## config.mk

```make
export PLATFORM = sky130hd
export DESIGN_NAME = serial_unit
export DESIGN_NICKNAME = d
export VERILOG_FILES = /design/src/verilog/serial_unit_pkg.sv /design/src/verilog/frame_if.sv /design/src/verilog/serial_tx_shift.sv /design/src/verilog/serial_rx_shift.sv /design/src/verilog/serial_unit.sv
export VERILOG_INCLUDE_DIRS = /design/src /design/src/verilog
export SDC_FILE = /design/constraint.sdc
export NUM_CORES = 1
export LEC_CHECK = 0
export ABC_AREA = 1
export BUFFER_PORTS_ARGS = -buffer_cell sky130_fd_sc_hd__buf_2
export CAP_MARGIN = 20
export CORE_MARGIN = 5
export CORE_UTILIZATION = 35
export DETAILED_ROUTE_END_ITERATION = 12
export GPL_TIMING_DRIVEN = 0
export HOLD_SLACK_MARGIN = 0.02
export PLACE_DENSITY = 0.55
export SETUP_SLACK_MARGIN = 0.5
export SYNTH_ARGS = -nofsm -noshare
export SYNTH_HDL_FRONTEND = slang
export SYNTH_SLANG_ARGS = --single-unit
export TNS_END_PERCENT = 1
```

## constraint.sdc

```tcl
create_clock -name clock -period 1.5 [get_ports clock]
set_clock_uncertainty 0.15 [all_clocks]
set_input_delay 0.15 -clock clock [delete_from_list [all_inputs] [get_ports clock]]
set_output_delay 0.15 -clock clock [all_outputs]
set_load 0.01 [all_outputs]
```

## src/verilog/serial_unit_defs.svh

```systemverilog
// Offsets, field positions, reset values and timing counts of the serial unit
// Assumes inclusion by bare name from the package and the design modules
`ifndef SERIAL_UNIT_DEFS_SVH
`define SERIAL_UNIT_DEFS_SVH

// Register offsets on the plain register port
`define ADDR_W            4
`define OFF_FORMAT        4'h0
`define OFF_CONTROL       4'h1
`define OFF_STATUS        4'h2
`define OFF_TX_HOLD       4'h3
`define OFF_RX_HOLD       4'h4
`define OFF_BAUD          4'h5
`define OFF_IRQ_STAT      4'h6
`define OFF_IRQ_MASK      4'h7

// Status register fields
`define ST_TX_EMPTY       7
`define ST_RX_FULL        6
`define ST_OVERRUN        5
`define ST_FRAMING        4
`define ST_PARITY         3
`define ST_TX_END         2
`define ST_TX_EMPTY_RST   1'b1
`define ST_RX_FULL_RST    1'b0

// Format register fields
`define FMT_CHR7          6
`define FMT_PAR_EN        5
`define FMT_PAR_ODD       4
`define FMT_STOP2         3
`define FMT_RST           8'h00

// Control register fields
`define CTL_TX_ON         5
`define CTL_RX_ON         4
`define CTL_RX_IE         6
`define CTL_RST           8'h00

// Interrupt status bits: 0 rx full, 1 tx empty, 2 overrun, 3 framing, 4 parity
`define IRQ_W             5
`define IRQ_RST           5'h00

// Bit timing: 16 samples per bit, divider from the baud register
`define OVS               16
`define OVS_MID           4'h7
`define OVS_LAST          4'hF
`define BAUD_RST          8'h0A

`endif

```

## src/verilog/serial_unit_pkg.sv

```systemverilog
// Types shared by the serial unit modules
// Assumes the constants header is on the include path
package serial_unit_pkg;
	`include "serial_unit_defs.svh"

	typedef logic [7:0] byte_t;

	typedef struct packed {
		logic data7;
		logic par_en;
		logic par_odd;
		logic stop2;
	} frame_fmt_t;

	typedef enum logic [2:0] {
		LS_IDLE,
		LS_START,
		LS_DATA,
		LS_PARITY,
		LS_STOP
	} line_state_t;
endpackage : serial_unit_pkg

```

## src/verilog/frame_if.sv

```systemverilog
// Carries the frame format and sample tick between the top and its shifters
// Assumes one clock domain; all signals are driven by the top
`timescale 1ns/1ns
interface frame_if;
	import serial_unit_pkg::*;
	frame_fmt_t fmt;
	logic       tick;

	modport src  (output fmt, output tick);
	modport sink (input  fmt, input  tick);
endinterface : frame_if

```

## src/verilog/serial_tx_shift.sv

```systemverilog
// Transmit shifter: start, data, optional parity, one or two stop bits
// Assumes a one-cycle load strobe accepted only while ready is high
`timescale 1ns/1ns
`include "serial_unit_defs.svh"
module serial_tx_shift (
	input  wire logic                  clock,
	input  wire logic                  reset,
	frame_if.sink                      fr,
	input  wire serial_unit_pkg::byte_t load_data,
	input  wire logic                  load,
	output logic                       ready,
	output logic                       tx_line
);
	import serial_unit_pkg::*;

	line_state_t st_r;
	byte_t       tx_shifter_r;
	logic [3:0]  ovs_r;
	logic [2:0]  bit_r;
	logic        par_r;
	logic        stop_r;
	logic        line_r;

	// Bit boundary and last data bit
	wire  bit_end   = fr.tick && (ovs_r == `OVS_LAST);
	wire  [2:0] top = fr.fmt.data7 ? 3'h6 : 3'h7;

	assign ready   = (st_r == LS_IDLE);
	assign tx_line = line_r;

	////////////////////////////////////////////////////////////////
	// Frame sequencer
	always_ff @(posedge clock) begin
		if (reset) begin
			st_r         <= LS_IDLE;
			tx_shifter_r <= 8'h00;
			ovs_r        <= 4'h0;
			bit_r        <= 3'h0;
			par_r        <= 1'b0;
			stop_r       <= 1'b0;
			line_r       <= 1'b1;
		end else begin
			if (fr.tick)
				ovs_r <= ovs_r + 4'h1;
			case (st_r)
				LS_IDLE: begin
					line_r <= 1'b1;                     // Mark level idle
					if (load) begin
						tx_shifter_r <= load_data;
						par_r        <= fr.fmt.par_odd;
						ovs_r        <= 4'h0;
						line_r       <= 1'b0;           // Start bit low
						st_r         <= LS_START;
					end
				end
				LS_START: if (bit_end) begin
					bit_r  <= 3'h0;
					line_r <= tx_shifter_r[0];
					par_r  <= par_r ^ tx_shifter_r[0];
					st_r   <= LS_DATA;
				end
				LS_DATA: if (bit_end) begin
					if (bit_r == top) begin
						line_r <= fr.fmt.par_en ? par_r : 1'b1;
						stop_r <= 1'b0;
						st_r   <= fr.fmt.par_en ? LS_PARITY : LS_STOP;
					end else begin
						bit_r  <= bit_r + 3'h1;
						line_r <= tx_shifter_r[bit_r + 3'h1];
						par_r  <= par_r ^ tx_shifter_r[bit_r + 3'h1];
					end
				end
				LS_PARITY: if (bit_end) begin
					line_r <= 1'b1;
					st_r   <= LS_STOP;
				end
				LS_STOP: if (bit_end) begin
					if (fr.fmt.stop2 && !stop_r)
						stop_r <= 1'b1;                 // Second stop bit
					else
						st_r <= LS_IDLE;
				end
				default: st_r <= LS_IDLE;
			endcase
		end
	end
endmodule : serial_tx_shift

```

## src/verilog/serial_rx_shift.sv

```systemverilog
// Receive shifter: start detect, mid-bit sampling, parity and stop check
// Assumes the line input is already synchronised to clock
`timescale 1ns/1ns
`include "serial_unit_defs.svh"
module serial_rx_shift (
	input  wire logic                   clock,
	input  wire logic                   reset,
	frame_if.sink                       fr,
	input  wire logic                   enable,
	input  wire logic                   rx_line,
	output serial_unit_pkg::byte_t      word,
	output logic                        done,
	output logic                        frame_err,
	output logic                        par_err
);
	import serial_unit_pkg::*;

	line_state_t st_r;
	byte_t       rx_shifter_r;
	logic [3:0]  ovs_r;
	logic [2:0]  bit_r;
	logic        par_r;
	logic        stop_r;
	logic        done_r;
	logic        ferr_r;
	logic        perr_r;

	// Sample point at mid bit
	wire  sample    = fr.tick && (ovs_r == `OVS_MID);
	wire  [2:0] top = fr.fmt.data7 ? 3'h6 : 3'h7;

	assign word      = rx_shifter_r;
	assign done      = done_r;
	assign frame_err = ferr_r;
	assign par_err   = perr_r;

	////////////////////////////////////////////////////////////////
	// Reception sequencer
	always_ff @(posedge clock) begin
		if (reset) begin
			st_r <= LS_IDLE;
			rx_shifter_r <= 8'h00;
			ovs_r <= 4'h0;
			bit_r <= 3'h0;
			par_r <= 1'b0;
			stop_r <= 1'b0;
			done_r <= 1'b0;
			ferr_r <= 1'b0;
			perr_r <= 1'b0;
		end else begin
			done_r <= 1'b0;
			if (fr.tick)
				ovs_r <= ovs_r + 4'h1;
			case (st_r)
				LS_IDLE: begin
					ovs_r <= 4'h0;
					if (enable && !rx_line)            // Space level is start
						st_r <= LS_START;
				end
				LS_START: if (sample) begin
					if (rx_line)
						st_r <= LS_IDLE;                // Glitch, not a start
					else begin
						bit_r <= 3'h0;
						par_r <= fr.fmt.par_odd;
						rx_shifter_r <= 8'h00;
						st_r <= LS_DATA;
					end
				end
				LS_DATA: if (sample) begin
					rx_shifter_r[bit_r] <= rx_line;
					par_r <= par_r ^ rx_line;
					if (bit_r == top)
						st_r <= fr.fmt.par_en ? LS_PARITY : LS_STOP;
					else
						bit_r <= bit_r + 3'h1;
				end
				LS_PARITY: if (sample) begin
					perr_r <= par_r ^ rx_line;
					stop_r <= 1'b0;
					st_r <= LS_STOP;
				end
				LS_STOP: if (sample) begin
					ferr_r <= !rx_line;                // Stop must be high
					done_r <= 1'b1;
					st_r <= LS_IDLE;
					if (!fr.fmt.par_en)
						perr_r <= 1'b0;
				end
				default: st_r <= LS_IDLE;
			endcase
		end
	end
endmodule : serial_rx_shift

```

## src/verilog/serial_unit.sv

```systemverilog
// Asynchronous serial transceiver with holding registers and flags
// Assumes a plain register port on clock; rx pin is asynchronous
//
// Behaviour
// - Good reception with overrun flag clear moves word, sets full bit 6
// - Full flag cleared by zero after reading one
// - Transfer controller read of holding clears full
// - Receiver disable leaves full flag unchanged
// - Reception while full flags overrun, loses word
// - Frame: low start, data, parity, high stops
// - Idle high; falling line starts reception
// - Transmitter and receiver run independently
// - Holding plus shift register in each direction
// - Twelve formats: length, parity, stop count
// - Empty flag bit 7 set when disabled/moved
`timescale 1ns/1ns
`include "serial_unit_defs.svh"
module serial_unit (
	input  wire logic                      clock,
	input  wire logic                      reset,
	input  wire logic [`ADDR_W-1:0]        addr,
	input  wire serial_unit_pkg::byte_t    wdata,
	input  wire logic                      wr,
	input  wire logic                      rd,
	output serial_unit_pkg::byte_t         rdata,
	input  wire logic                      dma_rx_read,
	input  wire logic                      rx_pin,
	output logic                           tx_pin,
	output logic                           rx_irq,
	output logic                           irq
);
	import serial_unit_pkg::*;

	frame_if fr ();

	byte_t       serial_format_reg_r;
	byte_t       serial_control_reg_r;
	byte_t       baud_r;
	byte_t       tx_holding_word_r;
	byte_t       rx_holding_word_r;
	byte_t       rdata_r;
	logic [7:0]  div_r;
	logic        tx_empty_flag_r;
	logic        rx_full_flag_r;
	logic        overrun_r;
	logic        framing_r;
	logic        parity_r;
	logic        full_seen_r;
	logic        empty_seen_r;
	logic [`IRQ_W-1:0] irq_stat_r;
	logic [`IRQ_W-1:0] irq_mask_r;
	logic        rx_meta_r;
	logic        rx_sync_r;
	logic        tx_busy_d_r;

	logic        tx_ready;
	logic        rx_done;
	logic        rx_ferr;
	logic        rx_perr;
	byte_t       rx_word;

	////////////////////////////////////////////////////////////////
	// Decode
	wire tx_on  = serial_control_reg_r[`CTL_TX_ON];
	wire rx_on  = serial_control_reg_r[`CTL_RX_ON];
	wire rx_ie  = serial_control_reg_r[`CTL_RX_IE];
	wire wr_fmt = wr && (addr == `OFF_FORMAT);
	wire wr_ctl = wr && (addr == `OFF_CONTROL);
	wire wr_st  = wr && (addr == `OFF_STATUS);
	wire wr_txh = wr && (addr == `OFF_TX_HOLD);
	wire wr_bd  = wr && (addr == `OFF_BAUD);
	wire wr_is  = wr && (addr == `OFF_IRQ_STAT);
	wire wr_im  = wr && (addr == `OFF_IRQ_MASK);
	wire rd_st  = rd && (addr == `OFF_STATUS);

	// Load shifter when holding word is waiting
	wire tx_load   = tx_on && !tx_empty_flag_r && tx_ready;
	wire rx_good   = rx_done && !rx_ferr && !rx_perr;
	wire rx_accept = rx_good && !rx_full_flag_r && !overrun_r;
	wire rx_lost   = rx_done && rx_full_flag_r;

	// Flag clears: full and empty need read-one then write-zero, full also on transfer read; error flags clear on write-zero alone
	wire clr_full  = (wr_st && full_seen_r && !wdata[`ST_RX_FULL])
	               || dma_rx_read;
	wire clr_empty = wr_st && empty_seen_r && !wdata[`ST_TX_EMPTY];
	wire clr_ovr   = wr_st && !wdata[`ST_OVERRUN];
	wire clr_fer   = wr_st && !wdata[`ST_FRAMING];
	wire clr_per   = wr_st && !wdata[`ST_PARITY];

	wire [`IRQ_W-1:0] irq_ev = {rx_done && rx_perr, rx_done && rx_ferr,
	                            rx_lost, tx_load, rx_accept};

	wire [7:0] status = {tx_empty_flag_r, rx_full_flag_r, overrun_r,
	                     framing_r, parity_r, tx_ready && tx_empty_flag_r,
	                     2'b00};

	assign fr.fmt.data7   = serial_format_reg_r[`FMT_CHR7];
	assign fr.fmt.par_en  = serial_format_reg_r[`FMT_PAR_EN];
	assign fr.fmt.par_odd = serial_format_reg_r[`FMT_PAR_ODD];
	assign fr.fmt.stop2   = serial_format_reg_r[`FMT_STOP2];
	assign fr.tick        = (div_r == 8'h00);

	assign rx_irq = rx_full_flag_r && rx_ie;
	assign irq    = |(irq_stat_r & irq_mask_r);
	assign rdata  = rdata_r;

	////////////////////////////////////////////////////////////////
	// Pin synchroniser
	always_ff @(posedge clock) begin
		if (reset) begin
			rx_meta_r <= 1'b1;
			rx_sync_r <= 1'b1;
		end else begin
			rx_meta_r <= rx_pin;
			rx_sync_r <= rx_meta_r;
		end
	end

	// Oversample tick divider
	always_ff @(posedge clock) begin
		if (reset)
			div_r <= `BAUD_RST;
		else if (div_r == 8'h00)
			div_r <= baud_r;
		else
			div_r <= div_r - 8'h01;
	end

	////////////////////////////////////////////////////////////////
	// Configuration registers
	always_ff @(posedge clock) begin
		if (reset) begin
			serial_format_reg_r  <= `FMT_RST;
			serial_control_reg_r <= `CTL_RST;
			baud_r               <= `BAUD_RST;
			irq_mask_r           <= `IRQ_RST;
		end else begin
			if (wr_fmt) serial_format_reg_r <= wdata;
			if (wr_ctl) serial_control_reg_r <= wdata;
			if (wr_bd)  baud_r <= wdata;
			if (wr_im)  irq_mask_r <= wdata[`IRQ_W-1:0];
		end
	end

	// Transmit holding word and empty flag
	always_ff @(posedge clock) begin
		if (reset) begin
			tx_holding_word_r <= 8'h00;
			tx_empty_flag_r   <= `ST_TX_EMPTY_RST;
		end else begin
			if (wr_txh)
				tx_holding_word_r <= wdata;
			if (!tx_on || tx_load)
				tx_empty_flag_r <= 1'b1;
			else if (clr_empty || wr_txh)
				tx_empty_flag_r <= 1'b0;
		end
	end

	// Receive holding word, full flag, errors
	always_ff @(posedge clock) begin
		if (reset) begin
			rx_holding_word_r <= 8'h00;
			rx_full_flag_r    <= `ST_RX_FULL_RST;
			overrun_r         <= 1'b0;
			framing_r         <= 1'b0;
			parity_r          <= 1'b0;
		end else begin
			if (rx_accept)
				rx_holding_word_r <= rx_word;
			// Set wins over clear; rx_on has no effect here
			if (rx_accept)
				rx_full_flag_r <= 1'b1;
			else if (clr_full)
				rx_full_flag_r <= 1'b0;
			if (rx_lost)
				overrun_r <= 1'b1;
			else if (clr_ovr)
				overrun_r <= 1'b0;
			if (rx_done && rx_ferr)
				framing_r <= 1'b1;
			else if (clr_fer)
				framing_r <= 1'b0;
			if (rx_done && rx_perr)
				parity_r <= 1'b1;
			else if (clr_per)
				parity_r <= 1'b0;
		end
	end

	// Remembers flags read as one
	always_ff @(posedge clock) begin
		if (reset) begin
			full_seen_r  <= 1'b0;
			empty_seen_r <= 1'b0;
		end else begin
			if (rd_st)
				full_seen_r <= rx_full_flag_r;
			else if (!rx_full_flag_r)
				full_seen_r <= 1'b0;
			if (rd_st)
				empty_seen_r <= tx_empty_flag_r;
			else if (!tx_empty_flag_r)
				empty_seen_r <= 1'b0;
		end
	end

	// Sticky interrupt status, write one clears, set wins
	always_ff @(posedge clock) begin
		if (reset)
			irq_stat_r <= `IRQ_RST;
		else
			irq_stat_r <= irq_ev | (irq_stat_r & ~(wr_is ? wdata[`IRQ_W-1:0] : 5'h00));
	end

	// Read data, one cycle after strobe
	always_ff @(posedge clock) begin
		if (reset)
			rdata_r <= 8'h00;
		else if (rd)
			case (addr)
				`OFF_FORMAT:   rdata_r <= serial_format_reg_r;
				`OFF_CONTROL:  rdata_r <= serial_control_reg_r;
				`OFF_STATUS:   rdata_r <= status;
				`OFF_TX_HOLD:  rdata_r <= tx_holding_word_r;
				`OFF_RX_HOLD:  rdata_r <= rx_holding_word_r;
				`OFF_BAUD:     rdata_r <= baud_r;
				`OFF_IRQ_STAT: rdata_r <= {3'h0, irq_stat_r};
				`OFF_IRQ_MASK: rdata_r <= {3'h0, irq_mask_r};
				default:       rdata_r <= 8'h00;
			endcase
		else
			rdata_r <= 8'h00;
	end

	// Tracks shifter activity for assertions
	always_ff @(posedge clock) begin
		if (reset)
			tx_busy_d_r <= 1'b0;
		else
			tx_busy_d_r <= !tx_ready;
	end

	////////////////////////////////////////////////////////////////
	// Independent shifters
	serial_tx_shift u_tx (
		.clock     (clock),
		.reset     (reset),
		.fr        (fr.sink),
		.load_data (tx_holding_word_r),
		.load      (tx_load),
		.ready     (tx_ready),
		.tx_line   (tx_pin)
	);

	serial_rx_shift u_rx (
		.clock     (clock),
		.reset     (reset),
		.fr        (fr.sink),
		.enable    (rx_on),
		.rx_line   (rx_sync_r),
		.word      (rx_word),
		.done      (rx_done),
		.frame_err (rx_ferr),
		.par_err   (rx_perr)
	);

	////////////////////////////////////////////////////////////////
	// Assertions
	a_full_set: assert property (@(posedge clock) disable iff (reset)
		rx_accept |=> rx_full_flag_r && rx_holding_word_r == $past(rx_word))
		else $error("full flag or word not loaded");
	a_full_clear: assert property (@(posedge clock) disable iff (reset)
		$fell(rx_full_flag_r) |-> $past(clr_full))
		else $error("full flag cleared without cause");
	a_dma_clear: assert property (@(posedge clock) disable iff (reset)
		dma_rx_read && !rx_accept |=> !rx_full_flag_r)
		else $error("transfer read did not clear full");
	a_rxoff_keep: assert property (@(posedge clock) disable iff (reset)
		wr_ctl && !wdata[`CTL_RX_ON] && !rx_accept && !clr_full
		|=> rx_full_flag_r == $past(rx_full_flag_r))
		else $error("receiver disable changed full flag");
	a_overrun_set: assert property (@(posedge clock) disable iff (reset)
		rx_lost |=> overrun_r && $stable(rx_holding_word_r))
		else $error("overrun not flagged or word overwritten");
	a_overrun_hold: assert property (@(posedge clock) disable iff (reset)
		overrun_r && !clr_ovr |=> overrun_r)
		else $error("overrun flag not sticky");
	a_tx_start: assert property (@(posedge clock) disable iff (reset)
		tx_load |=> !tx_pin)
		else $error("start bit not low");
	a_tx_idle: assert property (@(posedge clock) disable iff (reset)
		tx_ready && !tx_busy_d_r |-> tx_pin)
		else $error("line not idle high");
	a_empty_set: assert property (@(posedge clock) disable iff (reset)
		!tx_on || tx_load |=> tx_empty_flag_r)
		else $error("empty flag not set");
	a_rx_request: assert property (@(posedge clock) disable iff (reset)
		rx_accept && rx_ie && !wr_ctl |=> rx_irq)
		else $error("receive request not raised");
	a_rx_release: assert property (@(posedge clock) disable iff (reset)
		clr_full && !rx_accept |=> !rx_irq)
		else $error("receive request not dropped");

	c_rx_word:  cover property (@(posedge clock) rx_accept);
	c_overrun:  cover property (@(posedge clock) rx_lost);
	c_tx_b2b:   cover property (@(posedge clock) tx_load ##[1:1000] tx_load);
	c_duplex:   cover property (@(posedge clock) !tx_ready && rx_done);
endmodule : serial_unit

```

-- Yosys cells after proc, flatten, opt, wreduce, memory -nomap -nowiden
Cells that the tools add are included.
- $add $sub $neg: 5
- reduce and logical (&&, ||, !) cells: 77
- multiplexer cells: 79
- order comparisons: 3
- eq/ne operators: 39
- bitwise operators: 9
- operator list (operator ; count):
    $pmux 8 s8 ; 1
    $mux 3 ; 21
    $mux 1 ; 35
    $mux 8 ; 4
    $logic_and 1x1->1 ; 31
    $ne 2x1->1 const B ; 15
    $pmux 3 s5 ; 2
    $eq 4x3->1 const B ; 5
    $pmux 8 s2 ; 1
    $reduce_and 4->1 ; 4
    $reduce_bool 2->1 ; 8
    $reduce_and 5->1 ; 3
    $logic_not 1->1 ; 13
    $eq 3x2->1 const B ; 4
    $mux 4 ; 3
    $pmux 3 s2 ; 2
    $and 5x5->5 ; 2
    $ne 2x2->1 const B ; 5
    $add 4x1->4 const B ; 2
    $bwmux 8 ; 1
    $eq 4x2->1 const B ; 2
    $logic_not 8->1 ; 1
    $lt 3x4->1 const B ; 2
    $reduce_or 2->1 ; 4
    28 further kinds ; 41
- output and inout bits: 11
- bits in registers: 118
- bits of input ports: 18
- logic and storage cells: 245

-- Depth between registers and ports, before layout
- depth in word-level cells: 7
- depth in mapped cells: 11
- gate-level depth less buffers: 11

-- By module
From an unflattened synthesis, not the netlist that was laid out.
- cells, all modules: 827
- area, all modules: 5814.3 sq um
- by module, submodules not included (module ; area an instance (sq um) ; cells an instance ; seq. area each (sq um) ; times used):
    serial_unit ; 3355.7 ; 480 ; 1501.4 ; 1
    serial_rx_shift ; 1307.5 ; 184 ; 440.4 ; 1
    serial_tx_shift ; 1151.1 ; 163 ; 420.4 ; 1

-- Worst setup path after synthesis
No wires, ideal clock.
- path kind: register to register
- from: register div_r[0]
- to: register u_tx.st_r[1]
- path slack: -0.147 ns
- data required time: 1.237 ns
- arrival: 1.384 ns
- clock period less this slack: 1.647 ns
- library setup time: 0.113 ns
- buffers on the path: 0
- stages on the path, launching flop included: 12
- path through: dfxtp_1 > inv_1 > ha_1 > nand2_2 > nor2_8 > nand3_2 > nand2_1 > nand3_2 > nor2_4 > inv_2 > nor2_1 > nor2_1
- longest elaborated chain between the ends: 4
- elaborated cells on any way between the ends: 7
- those cells by class: eq/ne: 4; reduce/logical: 3
- ends and longest elaborated chain (element ; RTL line ; text):
    start: declaration ; serial_unit.sv:42 ; logic [7:0] div_r;
    start signal: assignment ; serial_unit.sv:122 ; div_r <= `BAUD_RST;
    start signal: assignment ; serial_unit.sv:124 ; div_r <= baud_r;
    start signal: assignment ; serial_unit.sv:126 ; div_r <= div_r - 8'h01;
    $logic_not 8->1 * ; serial_unit.sv:101 ; assign fr.tick = (div_r == 8'h00);
    $logic_and 1x1->1 * ; serial_tx_shift.sv:25 ; wire bit_end = fr.tick && (ovs_r == `OVS_LAST);
    $ne 2x1->1 (no source line) ; n/a ;
    $reduce_and 7->1 (no source line) * ; n/a ;
    end signal: assignment ; serial_tx_shift.sv:66 ; st_r <= fr.fmt.par_en ? LS_PARITY : LS_STOP;
    end: declaration ; serial_tx_shift.sv:16 ; line_state_t st_r;
Every way passes the cells marked *; elsewhere a longest branch is shown, timed or not.
A chain may end at the register's enable or synchronous reset.

-- Worst setup path after layout
- from: register div_r[0]
- to: register u_rx.rx_shifter_r[0] (netlist: u_rx.word[0])
- longest elaborated chain between the ends: 4
- elaborated cells on any way between the ends: 5
- those cells by class: eq/ne: 2; reduce/logical: 3
- ends and longest elaborated chain (element ; RTL line ; text):
    $logic_not 8->1 * ; serial_unit.sv:101 ;
    $logic_and 1x1->1 * ; serial_rx_shift.sv:29 ; wire sample = fr.tick && (ovs_r == `OVS_MID);
    $ne 2x1->1 (no source line) ; n/a ;
    $reduce_and 4->1 (no source line) * ; n/a ;
    end signal: indexed assignment ; serial_rx_shift.sv:71 ; rx_shifter_r[bit_r] <= rx_line;
    end: declaration ; serial_rx_shift.sv:19 ; byte_t rx_shifter_r;
Marks and branches as above.

==> reports/metrics.yaml <==
outcome:
  outcome: "finished, violations left"
  violations: "negative setup slack"
detailed_routing:
  wl_microns: 16400
  drc: 0
  drtPass1Iterations: 5
  avgViaCountPerCell: 5.19
  vias: 5240
  wl_per_cell_microns: 16.3
  drtIter0Drc: 356
  detail-route-antenna-nets: 0
clock_tree:
  numCtsBuffers: 17
  clock_latency_ns: 0.42
  clk_pin_slew_worst_paths_ns: 0.05
  cts_tree: "yes"
  cts_max_path_buffers: 2
  htree_levels: 4
  clock-sinks: 118
  cts_root_buffer: "clkbuf_16"
floorplan:
  num_rows: 45
  die_x_microns: 134
  ioPinCount: 29
  core-area_sq_mm: 0.0151
  initial_core_util: 0.355
  die_area_sq_mm: 0.0179
  die_h_microns: 134
cells_and_area:
  mostFrequentLayoutCells: "103 x dfxtp_1, 86 x nand2_1, 85 x a21oi_1, 75 x inv_1, 62 x o21ai_0"
  fin_cells: 1010
  fin_area_sq_mm: 0.00711
  drive_above_1_share: 0.266
  layout_commonest_cell: "dfxtp_1"
  syn_to_final_growth_pct: 32.3
  num_antenna_cells: 0
  fin_util: 0.469
  fin_nets: 832
timing:
  setup_ws_ns: -0.229
  tightest_slew_ns: 0.679
  final-setup-viol-count: 40
  min_period_ns: 1.73
  slew_headroom: 0.547
  rsz0062_at_grt: "yes"
  fin_crit_sh: 1.15
  fmax_ghz: 0.578
  final_max_slew_viol_count: 0
  hold_viol: 0
grt:
  track_usage: 0.187
  overflow: 0
  grt_first_pass_wirelength_microns: 26400
  antenna_found_initial: 0
  grt_pass1_vias: 4898
  grt_start_max_net_pins: 17
synth:
  yosys.area_share.simple: 0.224
  yosysWarnings: 0
  ys_seq_elements: 118
  yosysUniqueCellTypes: 38
  synth_compound_area_frac: 0.221
  syn_nets: 762
  synthMuxAreaShare: 0
  synth_xor_area_frac: 0.00977
  ys_seq_area_frac: 0.439
  synth_top_family_by_area: "simple AND/OR/NAND/NOR gates"
  netlist_area_sq_mm: 0.00538
  syn_inst: 739
  syn_area_per_cell_sq_um: 7.28
  synth_fa_ha_area_frac: 0.0116
placement:
  placed_cells: 954
  place.port_buffers: 27
  place.detailed.hpwl_microns: 11600
  postPlaceCellArea_sq_mm: 0.00578
  place_ws_ns: -0.441
  routabilityCongestion: 0.901
setup_path:
  path_max_fanout: 5
  cp-end-kind: "flip-flop"
  arrival_ns: 1.86
  r2r-start: "div_r[0]"
  critPathLaunchType: "flip-flop"
  cp.required_ns: 1.63
  crit_start: "div_r[0]"
  critPathKind: "reg2reg"
power_and_ir_drop:
  power_density_mw_per_mm2: 1310
  cellLeakagePower_nw: 2.75
  peakVddDrop_mv: 0.903
job:
  cap_violations: 0
min_path:
  min_from: "reset"
  hold_path_class: "in2reg"
-- worst paths after layout --
check	endpoint	depth (start not counted)	slack [ns]
max reg2reg	u_rx.word[0]	10	-0.23
min reg2reg	rx_sync_r	1	0.26
min	rx_sync_r	2	0.05
max	u_rx.word[0]	10	-0.23
-- final cells by class --
type                    instances  area [sq um]
flip-flops and latches        118          2380
fillers                      1496          8040
clock buffers                  19           443
inverters                     103           392
plain buffers                  24           204
multi-input cells             494          2870
well taps                     188           235
repair buffers                 51           404
clock inverters                13           180
-- per-stage QoR --
stage / setup TNS (ns) / power (mW) / hold WS (ns)
3_3_place_gp: -19.27 / 4.80 / 0.188
3_5_place_dp: -19.59 / 4.80 / 0.187
2_1_floorplan: -0.0414 / 4.47 / 0.104
6_report: -4.77 / 9.33 / 0.0454
5_1_grt: -9.47 / 9.74 / 0.0649
4_1_cts: -3.93 / 9.25 / 0.0211
-- power breakdown --
part / total (mW) / switching (mW) / internal (mW)
Clock: 4.30 / 1.50 / 2.81
Combinational: 1.61 / 1.04 / 0.572
Sequential: 3.41 / 0.133 / 3.28
-- flip-flops by register name (all words and copies together), names as in the netlist, 4 cells and up --
name	cells
u_tx.tx_shifter_r	8
u_rx.word	8
serial_format_reg_r	8
u_tx.ovs_r	4
irq_stat_r	5
div_r	8
serial_control_reg_r	8
tx_holding_word_r	8
rdata	8
baud_r	8
irq_mask_r	5
u_rx.ovs_r	4
rx_holding_word_r	8
-- critical path, stage by stage, from the launching register on --
cell and delay (ns):
dfxtp_1 0.30, inv_2 0.08, ha_4 0.16, nand2_4 0.08, nor2_8 0.17, nand4_4 0.17
nor2_4 0.17, buf_6 0.13, o21ai_1 0.06, nand2_1 0.06, a21oi_1 0.05
-- timing repair --
action,4_1_cts,5_1_grt
setup endpoints to repair,121,124
setup buffers,2,8
resized for setup,93,112
hold endpoints to repair,40,0
pin swaps,22,32
hold buffers,14,0
-- cell usage after synthesis --
master / instances / share of area
a211oi_1: 6 / 0.0084
a21oi_1: 95 / 0.088
a221oi_1: 3 / 0.0049
a31oi_1: 5 / 0.0058
buf_1: 1 / 0.00070
buf_2: 5 / 0.0047
buf_6: 3 / 0.0063
clkbuf_1: 15 / 0.010
dfxtp_1: 118 / 0.44
ha_1: 5 / 0.012
inv_1: 97 / 0.068
inv_2: 6 / 0.0042
nand2_1: 105 / 0.073
nand2_2: 1 / 0.0012
nand3_1: 44 / 0.041
nand3_2: 3 / 0.0056
nand3b_1: 1 / 0.0014
nand4_1: 3 / 0.0035
nand4_4: 1 / 0.0040
nor2_1: 69 / 0.048
nor2_2: 5 / 0.0058
nor2_4: 4 / 0.0084
nor2_8: 1 / 0.0037
nor3_1: 14 / 0.013
nor3_2: 2 / 0.0037
nor3_4: 1 / 0.0030
nor3b_1: 1 / 0.0014
nor3b_2: 1 / 0.0023
o211ai_1: 3 / 0.0042
o21ai_0: 88 / 0.082
o21ai_1: 3 / 0.0028
o21ai_2: 1 / 0.0016
o22ai_1: 15 / 0.017
o31ai_1: 4 / 0.0056
or2_0: 1 / 0.0012
or2_2: 3 / 0.0035
xnor2_1: 5 / 0.0081
xor2_1: 1 / 0.0016
-- routing by layer --
layer | global-route usage | up-vias | share of wire
li1 | - | 2627 | -
met2 | 0.289 | 123 | 0.45
met5 | 0 | - | 0
met3 | 0.0413 | 25 | 0.047
met1 | 0.261 | 2465 | 0.48
met4 | 0.0571 | 0 | 0.016
-- logic make-up after synthesis --
family / Yosys count
xor gates and xnor gates: 6
and+or+nand+nor: 260
DFF: 118
AOI/OAI and AO/OA: 223
adders and majority gates: 5
buffers and inverters: 127
Power figures use the tool's default switching activity.
